$ cat config.mk
export PLATFORM = sky130hd
export DESIGN_NAME = rscs_top
export DESIGN_NICKNAME = d
export VERILOG_FILES = /design/src/hdl/rscs_pkg.sv /design/src/hdl/rscs_soft_rst.sv /design/src/hdl/rscs_top.sv
export VERILOG_INCLUDE_DIRS = /design/src /design/src/hdl
export SDC_FILE = /design/constraint.sdc
export NUM_CORES = 1
export LEC_CHECK = 0
export BUFFER_PORTS_ARGS = -buffer_cell sky130_fd_sc_hd__buf_2
export CORE_UTILIZATION = 55
export CTS_BUF_LIST = sky130_fd_sc_hd__clkbuf_16
export DETAILED_ROUTE_END_ITERATION = 8
export PLACE_DENSITY_LB_ADDON = 0.08
export SLEW_MARGIN = 15
export SYNTH_ARGS = -nofsm -noshare
export SYNTH_HDL_FRONTEND = slang
export SYNTH_SLANG_ARGS = --single-unit
$ cat constraint.sdc
create_clock -name clk_in -period 8.3 [get_ports clk_in]
set_input_delay 0.83 -clock clk_in [delete_from_list [all_inputs] [get_ports clk_in]]
set_output_delay 0.83 -clock clk_in [all_outputs]
set_load 0.02 [all_outputs]
$ cat src/hdl/rscs_map.svh
`ifndef RSCS_MAP_SVH
`define RSCS_MAP_SVH
// reset cause bit positions
`define RSCS_CAUSE_EXT 0
`define RSCS_CAUSE_POR 1
`define RSCS_CAUSE_BOR 2
`define RSCS_CAUSE_WDT 3
`define RSCS_CAUSE_SW 4
`define RSCS_CAUSE_W 5
// reset values
`define RSCS_CAUSE_RST 5'h02
`define RSCS_REGULATOR_VOLTAGE_ADJUST_RST 6'h00
`define RSCS_OSC_RST 3'h1
`define RSCS_SKIP_RST 1'b1
// oscillator source encodings
`define RSCS_OSC_MAIN 3'h0
`define RSCS_OSC_INT 3'h1
`define RSCS_OSC_QTR 3'h2
`define RSCS_OSC_LF 3'h3
`define RSCS_OSC_RTC 3'h7
// timing: internal reset pulse length
`define RSCS_RST_PULSE_NS 200
`define RSCS_CLK_NS 20
`define RSCS_RST_CYC ((`RSCS_RST_PULSE_NS + `RSCS_CLK_NS - 1) / `RSCS_CLK_NS)
`endif

$ cat src/hdl/rscs_pkg.sv
package rscs_pkg;
	typedef enum logic [2:0] {
		RSCS_BOOT_IDLE = 3'b000,
		RSCS_BOOT_SP = 3'b001,
		RSCS_BOOT_PC = 3'b011,
		RSCS_BOOT_INSN = 3'b010,
		RSCS_BOOT_RUN = 3'b110
	} rscs_boot_e;
	typedef enum logic [2:0] {
		RSCS_CLK_PLL = 3'h0,
		RSCS_CLK_MAIN = 3'h1,
		RSCS_CLK_INT = 3'h2,
		RSCS_CLK_QTR = 3'h3,
		RSCS_CLK_LF = 3'h4,
		RSCS_CLK_RTC = 3'h5
	} rscs_clk_e;
endpackage

$ cat src/hdl/rscs_soft_rst.sv
`timescale 1ns/100ps
// one peripheral soft-reset lane: set-then-clear fires a reset pulse
module rscs_soft_rst #(
	parameter int DOMAINS = 2
) (
	input wire logic clk_in,
	input wire logic rst_n_in,
	input wire logic sys_rst_in,
	input wire logic ctrl_bit_in,
	output logic [DOMAINS-1:0] periph_rst_out
);
	logic ctrl_reg;

	always_ff @(posedge clk_in or negedge rst_n_in) begin
		if (!rst_n_in) begin
			ctrl_reg <= 1'b0;
		end else begin
			ctrl_reg <= ctrl_bit_in;
		end
	end

	always_ff @(posedge clk_in or negedge rst_n_in) begin
		if (!rst_n_in) begin
			periph_rst_out <= '1;
		end else if (sys_rst_in || (ctrl_reg && !ctrl_bit_in)) begin
			periph_rst_out <= '1;
		end else begin
			periph_rst_out <= '0;
		end
	end
endmodule // rscs_soft_rst

$ cat src/hdl/rscs_top.sv
`timescale 1ns/100ps
`include "rscs_map.svh"
module rscs_top #(
	parameter int PERIPHS = 16,
	parameter int DOMAINS = 2,
	parameter int WDT_W = 32,
	parameter int REGULATOR_VOLTAGE_ADJUST_W = 6
) (
	input wire logic clk_in,
	input wire logic rst_n_in,
	input wire logic por_in,
	input wire logic ext_rst_in,
	input wire logic brownout_in,
	input wire logic brownout_reset_enable_in,
	input wire logic system_reset_request_in,
	input wire logic [PERIPHS-1:0] peripheral_soft_reset_regs_in,
	input wire logic wdt_enable_in,
	input wire logic wdt_reset_enable_in,
	input wire logic wdt_int_clear_in,
	input wire logic [WDT_W-1:0] watchdog_reload_value_in,
	input wire logic [REGULATOR_VOLTAGE_ADJUST_W-1:0] regulator_voltage_adjust_in,
	input wire logic pll_skip_select_in,
	input wire logic [2:0] osc_source_select_in,
	input wire logic use_ext_select_in,
	input wire logic [2:0] osc_source_select_ext_in,
	input wire logic boot_ack_in,
	output logic brownout_irq_out,
	output logic wdt_irq_out,
	output logic sys_rst_out,
	output logic [`RSCS_CAUSE_W-1:0] reset_cause_reg_out,
	output logic [PERIPHS*DOMAINS-1:0] periph_rst_out,
	output logic [REGULATOR_VOLTAGE_ADJUST_W-1:0] regulator_voltage_adjust_out,
	output rscs_pkg::rscs_clk_e clk_sel_out,
	output rscs_pkg::rscs_boot_e boot_state_out
);
	localparam int RST_CYC = `RSCS_RST_CYC;

	logic [WDT_W-1:0] wdt_cnt_reg;
	logic wdt_first_reg;
	logic wdt_fire;
	logic bor_rst;
	logic [7:0] pulse_cnt_reg;
	logic [3:0] rst_src;
	logic rst_next;

	// --------------------------------------------------
	// reset sources
	// --------------------------------------------------
	// gated by enable input low
	assign bor_rst = brownout_in && brownout_reset_enable_in;
	assign wdt_fire = wdt_enable_in && wdt_first_reg && !wdt_int_clear_in
		&& wdt_reset_enable_in && (wdt_cnt_reg == '0);

	always_ff @(posedge clk_in or negedge rst_n_in) begin
		if (!rst_n_in) begin
			brownout_irq_out <= 1'b0;
		end else begin
			brownout_irq_out <= brownout_in && !brownout_reset_enable_in;
		end
	end

	// --------------------------------------------------
	// watchdog
	// --------------------------------------------------
	// first timeout interrupts
	always_ff @(posedge clk_in or negedge rst_n_in) begin
		if (!rst_n_in) begin
			wdt_cnt_reg <= '1;
			wdt_first_reg <= 1'b0;
		end else if (sys_rst_out || !wdt_enable_in) begin
			wdt_cnt_reg <= watchdog_reload_value_in;
			wdt_first_reg <= 1'b0;
		end else if (wdt_cnt_reg == '0) begin
			wdt_cnt_reg <= watchdog_reload_value_in;
			wdt_first_reg <= 1'b1;
		end else begin
			wdt_cnt_reg <= wdt_cnt_reg - 1'b1;
			// set wins over clear
			if (wdt_int_clear_in) begin
				wdt_first_reg <= 1'b0;
			end
		end
	end

	always_ff @(posedge clk_in or negedge rst_n_in) begin
		if (!rst_n_in) begin
			wdt_irq_out <= 1'b0;
		end else begin
			wdt_irq_out <= wdt_first_reg || (wdt_enable_in
				&& wdt_cnt_reg == '0 && !sys_rst_out);
		end
	end

	// --------------------------------------------------
	// internal reset sequence
	// --------------------------------------------------
	// source bits, low to high: ext, bor, wdt, sw
	assign rst_src = {system_reset_request_in, wdt_fire, bor_rst,
		ext_rst_in};

	// held while brown-out or pin present
	// request pulse gives a fixed pulse
	always_ff @(posedge clk_in or negedge rst_n_in) begin
		if (!rst_n_in) begin
			pulse_cnt_reg <= 8'h00;
		end else if (rst_src[3] || rst_src[2]) begin
			pulse_cnt_reg <= 8'(RST_CYC);
		end else if (pulse_cnt_reg != 8'h00) begin
			pulse_cnt_reg <= pulse_cnt_reg - 8'h01;
		end
	end

	assign rst_next = por_in || ext_rst_in || bor_rst
		|| (rst_src[3:2] != 2'b00) || (pulse_cnt_reg > 8'h01);

	always_ff @(posedge clk_in or negedge rst_n_in) begin
		if (!rst_n_in) begin
			sys_rst_out <= 1'b1;
		end else begin
			sys_rst_out <= rst_next;
		end
	end

	// --------------------------------------------------
	// reset cause
	// --------------------------------------------------
	// sticky, power-on wipes others
	// set on assertion of each source
	always_ff @(posedge clk_in or negedge rst_n_in) begin
		if (!rst_n_in) begin
			reset_cause_reg_out <= `RSCS_CAUSE_RST;
		end else if (por_in) begin
			reset_cause_reg_out <= `RSCS_CAUSE_RST;
		end else begin
			if (rst_src[0]) reset_cause_reg_out[`RSCS_CAUSE_EXT] <= 1'b1;
			if (rst_src[1]) reset_cause_reg_out[`RSCS_CAUSE_BOR] <= 1'b1;
			if (rst_src[2]) reset_cause_reg_out[`RSCS_CAUSE_WDT] <= 1'b1;
			if (rst_src[3]) reset_cause_reg_out[`RSCS_CAUSE_SW] <= 1'b1;
		end
	end

	// --------------------------------------------------
	// boot fetch sequence
	// --------------------------------------------------
	// stack, pc, instruction, run
	always_ff @(posedge clk_in or negedge rst_n_in) begin
		if (!rst_n_in) begin
			boot_state_out <= rscs_pkg::RSCS_BOOT_IDLE;
		end else if (sys_rst_out) begin
			boot_state_out <= rscs_pkg::RSCS_BOOT_IDLE;
		end else begin
			case (boot_state_out)
				rscs_pkg::RSCS_BOOT_IDLE: begin
					boot_state_out <= rscs_pkg::RSCS_BOOT_SP;
				end
				rscs_pkg::RSCS_BOOT_SP: begin
					if (boot_ack_in) boot_state_out <= rscs_pkg::RSCS_BOOT_PC;
				end
				rscs_pkg::RSCS_BOOT_PC: begin
					if (boot_ack_in) boot_state_out <= rscs_pkg::RSCS_BOOT_INSN;
				end
				rscs_pkg::RSCS_BOOT_INSN: begin
					if (boot_ack_in) boot_state_out <= rscs_pkg::RSCS_BOOT_RUN;
				end
				rscs_pkg::RSCS_BOOT_RUN: begin
					boot_state_out <= rscs_pkg::RSCS_BOOT_RUN;
				end
				default: begin
					boot_state_out <= rscs_pkg::RSCS_BOOT_IDLE;
				end
			endcase
		end
	end

	// --------------------------------------------------
	// peripheral soft resets
	// --------------------------------------------------
	// set then clear per peripheral
	for (genvar i = 0; i < PERIPHS; i++) begin : g_periph
		rscs_soft_rst #(
			.DOMAINS(DOMAINS)
		) u_lane (
			.clk_in(clk_in),
			.rst_n_in(rst_n_in),
			.sys_rst_in(sys_rst_out),
			.ctrl_bit_in(peripheral_soft_reset_regs_in[i]),
			.periph_rst_out(periph_rst_out[i*DOMAINS +: DOMAINS])
		);
	end

	// --------------------------------------------------
	// regulator and clock select
	// --------------------------------------------------
	// regulator step code passed through
	always_ff @(posedge clk_in or negedge rst_n_in) begin
		if (!rst_n_in) begin
			regulator_voltage_adjust_out <= REGULATOR_VOLTAGE_ADJUST_W'(`RSCS_REGULATOR_VOLTAGE_ADJUST_RST);
		end else begin
			regulator_voltage_adjust_out <= regulator_voltage_adjust_in;
		end
	end

	always_ff @(posedge clk_in or negedge rst_n_in) begin
		if (!rst_n_in) begin
			clk_sel_out <= rscs_pkg::RSCS_CLK_INT;
		end else if (por_in) begin
			clk_sel_out <= rscs_pkg::RSCS_CLK_INT;
		end else if (!pll_skip_select_in) begin
			clk_sel_out <= rscs_pkg::RSCS_CLK_PLL;
		end else if (use_ext_select_in
			&& osc_source_select_ext_in == `RSCS_OSC_RTC) begin
			clk_sel_out <= rscs_pkg::RSCS_CLK_RTC;
		end else begin
			case (osc_source_select_in)
				`RSCS_OSC_MAIN: clk_sel_out <= rscs_pkg::RSCS_CLK_MAIN;
				`RSCS_OSC_QTR: clk_sel_out <= rscs_pkg::RSCS_CLK_QTR;
				`RSCS_OSC_LF: clk_sel_out <= rscs_pkg::RSCS_CLK_LF;
				default: clk_sel_out <= rscs_pkg::RSCS_CLK_INT;
			endcase
		end
	end
endmodule // rscs_top

==> flow_summary.yaml, run 1 <==
logic_synthesis:
  synth-simple-area-share_pct: 12.8
  synthMuxAreaShare_pct: 8.87
  synth_area_um2: 4160
  synth_edf_count: 0
  synthArstFlopShare_pct: 100
  ys_ff_latch: 92
  postSynthCellCount: 343
  synth_seq_area_share_pct: 56.9
  synth_cell_type_count: 45
  synth_top_family_by_area: "simple AND/OR/NAND/NOR gates"
  synthFlopType: "dfstp_2"
  synth_nets: 419
  synth_fa_ha_area_share_pct: 0.903
  synth_xor_area_share_pct: 6.32
  avgSynthCellArea_um2: 12.1
  synth_compound_area_share_pct: 7.55
  synth_warnings: 0
routing:
  wl_per_cell_um: 14.2
  vias_per_cell: 5.08
  dr.pass1.iters: 4
  vias: 2842
  drc: 0
  ant_nets: 0
  drt_iter0_markers: 93
  wl_mm: 7.91
clocking:
  cts_hold_buffers: 0
  path_clk_slew_ns: 0.07
  cts_setup_buffers: 0
  clk_latency_ns: 0.33
  cts_tree: "yes"
  htreeDepth: 3
  ctsResizeCount: 0
  clock_sinks: 92
  cts_buffers: 9
  cts.root.buffer_cell: "clkbuf_16"
  cts_max_path_buffers: 2
floorplan:
  core_area_um2: 7290
  fp-row-count: 31
  start_util_pct: 57.0
  die_height_um: 89.0
  chipWidth_um: 89.0
  die-area_um2: 7910
  ios: 125
critical_path:
  slowest_delay_ns: 0.70
  start_kind: "flip-flop"
  path_cells: "inv_1 > ha_1 > nor3b_1 > nand4_1 > or4_4 > nand2_4 > mux2_2"
  reg2reg_slack_ns: 5.10
  worst-path-max-fanout: 29
  cp-end-kind: "flip-flop"
  crit_type: "reg -> reg"
  critPathSlowestCell: "or4_4"
  crit_arrival_ns: 3.46
  required_ns: 8.56
power:
  power_density_nw_per_um2: 201
  p_leak_uw: 0.00232
  ir_worst_vdd_v: 0.000117
sta:
  finalCritPeriodShare_pct: 38.5
  drv_slew: 0
  finalHoldViolations: 0
  tightest_slew_ns: 0.814
  slew_headroom_pct: 45.7
  rsz0062_at_grt: "false"
  fin_setup_tns_ns: 0
  setup_viol: 0
  post-route-min-period_ns: 3.20
  finClkSkew_ns: 0.00612
  clock.fmax_mhz: 313
grt:
  grt_overflow: 0
  grt_pass1_vias: 2647
  grt_pass1_wl_mm: 12.3
  grt_max_degree: 69
  grt_use_total_pct: 20.9
  antenna_found_initial: 0
cells_and_area:
  n_antenna_cell: 0
  area_growth_pct: 21.3
  final_common_cell: "buf_2"
  drive_gt1_share_pct: 48.7
  largest_reg_flops: 32
  nets: 531
  layout_common_cells: "122 x buf_2, 50 x dfstp_2, 42 x dfrtp_1"
  final_cells: 559
job:
  cap_violations: 0
outcome:
  status: "finished, final reports clean"
placed_design:
  routabilityCongestion: 0.825
  dp_cells: 543
  port_buffers: 123
  dp_hpwl_mm: 5.44
min_path:
  hold_class: "in -> async"
-- worst paths after layout --
check	from	end	depth (start not counted)
worst max-delay path	wdt_cnt_reg[0]	wdt_cnt_reg[18]	7
min in group clk_in	g_periph[0].u_lane.ctrl_reg	g_periph[0].u_lane.periph_rst_out[0]	1
worst max register to register	wdt_cnt_reg[0]	wdt_cnt_reg[18]	7
worst min register to register	g_periph[0].u_lane.ctrl_reg	g_periph[0].u_lane.periph_rst_out[0]	1
max in group asynchronous	rst_n_in	regulator_voltage_adjust_out[4]	2
worst min-delay path	rst_n_in	pulse_cnt_reg[1]	1
-- cell type report --
cell class                 count  area, um^2
sequential                    92        2360
tap                           99         124
fill                         601        2250
timing repair buffer         124         626
clock buffer                   9         225
inverter                      24        90.1
multi-input combinational    204        1520
clock inverter                 7        97.6
-- synthesized netlist by cell type (all sizes together), types with 2 or more instances --
cell type | number | area [um^2]
dfstp | 50 | 1310
dfrtp | 42 | 1050
mux2 | 28 | 349
inv | 24 | 90.1
nor2 | 24 | 90.1
xor2 | 23 | 201
buf | 20 | 175
a21o | 16 | 120
nor3 | 13 | 65.1
nand2 | 11 | 48.8
nor4 | 10 | 68.8
a21oi | 9 | 45.0
nand2b | 7 | 43.8
or4 | 7 | 63.8
xnor2 | 7 | 61.3
o21ai | 6 | 30.0
or3 | 5 | 31.3
a211oi | 4 | 30.0
clkbuf | 3 | 11.3
ha | 3 | 37.5
nand3 | 3 | 15.0
nand4 | 3 | 18.8
a2111oi | 2 | 17.5
and3b | 2 | 17.5
mux2i | 2 | 20.0
nor2b | 2 | 12.5
nor3b | 2 | 15.0
o21bai | 2 | 15.0
o41ai | 2 | 17.5
-- metrics by stage --
| step | setup WS (ns) | hold WS [ns] | total power (uW) | utilization [%] | area, um^2 |
|---|---|---|---|---|---|
| global route | 4.91 | 0.408 | 1050 | 69.2 | 5040 |
| finish | 5.10 | 0.399 | 1010 | 69.2 | 5040 |
| detailed placement | 5.13 | 0.436 | 584 | 64.8 | 4720 |
| global placement | 5.27 | 0.429 | 581 | 64.8 | 4720 |
| CTS | 5.08 | 0.401 | 1020 | 69.2 | 5040 |
| floorplan | 5.66 | 0.427 | 543 | - | 4160 |
-- worst max-delay path, delay by kind of cell, from the launching register on --
kind,cells,cell delay (ns)
fa+ha+maj,1,0.19
mux,1,0.40
buf+inv,1,0.07
flops,1,0.38
simple gates,4,2.09
-- report_power, final --
| group | switching, uW | internal, uW |
|---|---|---|
| clock network | 170 | 265 |
| registers | 16.1 | 476 |
| logic | 44.9 | 39.5 |
| total | 231 | 781 |
-- cell families (layout without fill, tap and decap cells) --
family | Yosys count | in the layout
AOI/OAI and AO/OA | 46 | 46
xor gates and xnor gates | 30 | 30
adders and majority gates | 3 | 3
buffers and inverters | 47 | 164
DFF | 92 | 92
muxes | 30 | 30
other | 1 | 1
and+or+nand+nor | 94 | 94
-- routing by layer --
layer  vias up  wire length, um  global-route usage, %
met5         -                0                      0
met3         7              435                   5.72
met4         0              100                   6.49
li1       1389                -                      -
met1      1372             3440                   27.8
met2        74             3940                   33.8
Power figures use the tool's default switching activity.
==> run 2: changes to the inputs <==
- CORE_UTILIZATION: 55 -> 51
- clock period: 8.3 -> 3.11 ns (I/O delays scaled with it)
==> run 2 against run 1 <==
Net effect:
- critical path depth is 2 lower
- power grew to 2.6 times the previous value
- utilization is 4.3 points lower
- first-iteration DRC count is 19% lower
- clock skew hardly changed
- clock power is 150% higher
- via count is 1.1% higher
- critical endpoint is now wdt_cnt_reg[13]
- register-to-register slack worse by 4.7 ns
- worst setup slack worse by 4.7 ns
- non-clock buffer count is 6 higher
==> flow_summary.yaml, run 2 (synthesis results as in run 1) <==
sta:
  drv_slew: 0
  finalCritPeriodShare_pct: 88.1
  slew_headroom_pct: 49.8
  rsz0062_at_grt: "false"
  setup_viol: 0
  tightest_slew_ns: 0.735
  post-route-min-period_ns: 2.74
  finalHoldViolations: 0
  finClkSkew_ns: 0.00593
  fin_setup_tns_ns: 0
  clock.fmax_mhz: 365
power:
  swShare_pct: 23.5
  power_uw: 2610
  ir_worst_vdd_v: 0.000260
  power_density_nw_per_um2: 515
  intPower_uw: 2000
  p_leak_uw: 0.00234
  combinationalPowerShare_pct: 8.6
  p_sw_uw: 612
  p_seq_share_pct: 50.3
  clkPwrFrac_pct: 41.0
routing:
  dr.pass1.iters: 6
  drt_iter0_markers: 75
  vias_per_cell: 5.06
  drc: 0
  ant_nets: 0
  wl_mm: 7.79
  wl_per_cell_um: 13.7
  vias: 2874
critical_path:
  r2r_cells: 5
  required_ns: 3.37
  timing.rr.start: "wdt_cnt_reg[25]"
  cp.depth: 5
  slowest_delay_ns: 0.55
  critPathSlowestCell: "or4_4"
  cp-startpoint: "wdt_cnt_reg[25]"
  path_cells: "or4_4 > or4_4 > or4_4 > nand2_4 > mux2_2"
  crit_type: "reg -> reg"
  crit_buf_inv: 0
  worst-path-max-fanout: 29
  path_delay_family: "simple AND/OR/NAND/NOR gates"
  cp-end-kind: "flip-flop"
  start_kind: "flip-flop"
  crit_arrival_ns: 3.00
  crit_path_frequent_cell: "or4_4"
floorplan:
  fp-row-count: 32
  die_height_um: 92.3
  chipWidth_um: 92.3
  die-area_um2: 8520
  core_area_um2: 7810
  start_util_pct: 53.3
  ios: 125
clocking:
  cts_buffers: 9
  htreeDepth: 3
  cts.root.buffer_cell: "clkbuf_16"
  ctsResizeCount: 0
  cts_max_path_buffers: 2
  clk_latency_ns: 0.34
  cts_hold_buffers: 0
  path_clk_slew_ns: 0.07
  cts_tree: "yes"
  cts_setup_buffers: 0
  clock_sinks: 92
grt:
  grt_max_degree: 55
  grt_pass1_wl_mm: 12.8
  antenna_found_initial: 0
  grt_pass1_vias: 2720
  grt_overflow: 0
  grt_use_total_pct: 19.6
cells_and_area:
  final_util_pct: 64.9
  nFillCells: 633
  drive_gt1_share_pct: 49.1
  nets: 537
  largest_reg_flops: 32
  area_growth_pct: 21.8
  n_antenna_cell: 0
  seq_area_um2: 2360
  final_common_cell: "buf_2"
  layout_common_cells: "122 x buf_2, 50 x dfstp_2, 42 x dfrtp_1"
  multiInputGateArea_um2: 1520
job:
  cap_violations: 0
min_path:
  hold_class: "in -> async"
placed_design:
  routabilityCongestion: 0.802
  port_buffers: 123
  dp_hpwl_mm: 5.55
outcome:
  status: "finished, final reports clean"
-- run 2: cell types whose count changed in the layout (fill, tap and decap cells not counted), sizes merged --
| cell | before | now |
|---|---|---|
| clkinvlp | 1 | 0 |
| buf | 124 | 130 |
| clkinv | 1 | 5 |
| inv | 27 | 25 |
| bufinv | 2 | 1 |
-- run 2: per-layer routing --
metal,wire length [um],share of wire [%],vias up,global-route usage [%]
li1,-,-,1398,-
met1,3550,46,1392,26.4
met2,3740,48,74,30.7
met3,403,5.2,10,6.08
met4,91,1.2,0,5.86
met5,0,0,-,0
-- run 2: final timing paths --
check	slack, ns	end
worst max-delay path	0.37	wdt_cnt_reg[13]
worst min-delay path	0.03	g_periph[13].u_lane.ctrl_reg
worst max register to register	0.37	wdt_cnt_reg[13]
worst min register to register	0.45	g_periph[14].u_lane.periph_rst_out[0]
max in group asynchronous	2.32	wdt_cnt_reg[30]
min in group clk_in	0.07	regulator_voltage_adjust_out[4]
-- run 2: per-stage QoR --
stage / setup WS [ns] / hold slack [ns] / cells / area, um^2
finish: 0.371 / 0.0252 / 568 / 5060
global route: 0.288 / 0.0589 / 568 / 5060
CTS: 0.359 / 0.0435 / 568 / 5060
detailed placement: 0.385 / 0.399 / 552 / 4770
global placement: 0.421 / 0.389 / 552 / 4770
floorplan: 0.472 / 0.0154 / 343 / 4160
-- run 2: final cells by class --
type                    count  area share [%]
repair buffers            130            13.2
multi-input cells         204            30.0
well taps                 102            2.52
inverters                  24            1.78
flip-flops and latches     92            46.7
clock inverters             7            1.36
clock buffers               9            4.45
-- run 2: worst register-to-register path: cells and delay by family (launching register included) --
family / cells / cell delay, ns
flip-flops: 1 / 0.38
AND/OR/NAND/NOR: 4 / 1.87
multiplexers: 1 / 0.41
-- run 2: power by group through the flow --
stage | Combinational [uW] | Sequential (uW) | Clock [uW]
floorplan | 111 | 1340 | 0
global placement | 222 | 1330 | 0
detailed placement | 227 | 1330 | 0
CTS | 229 | 1310 | 1100
global route | 256 | 1320 | 1150
finish | 225 | 1310 | 1070
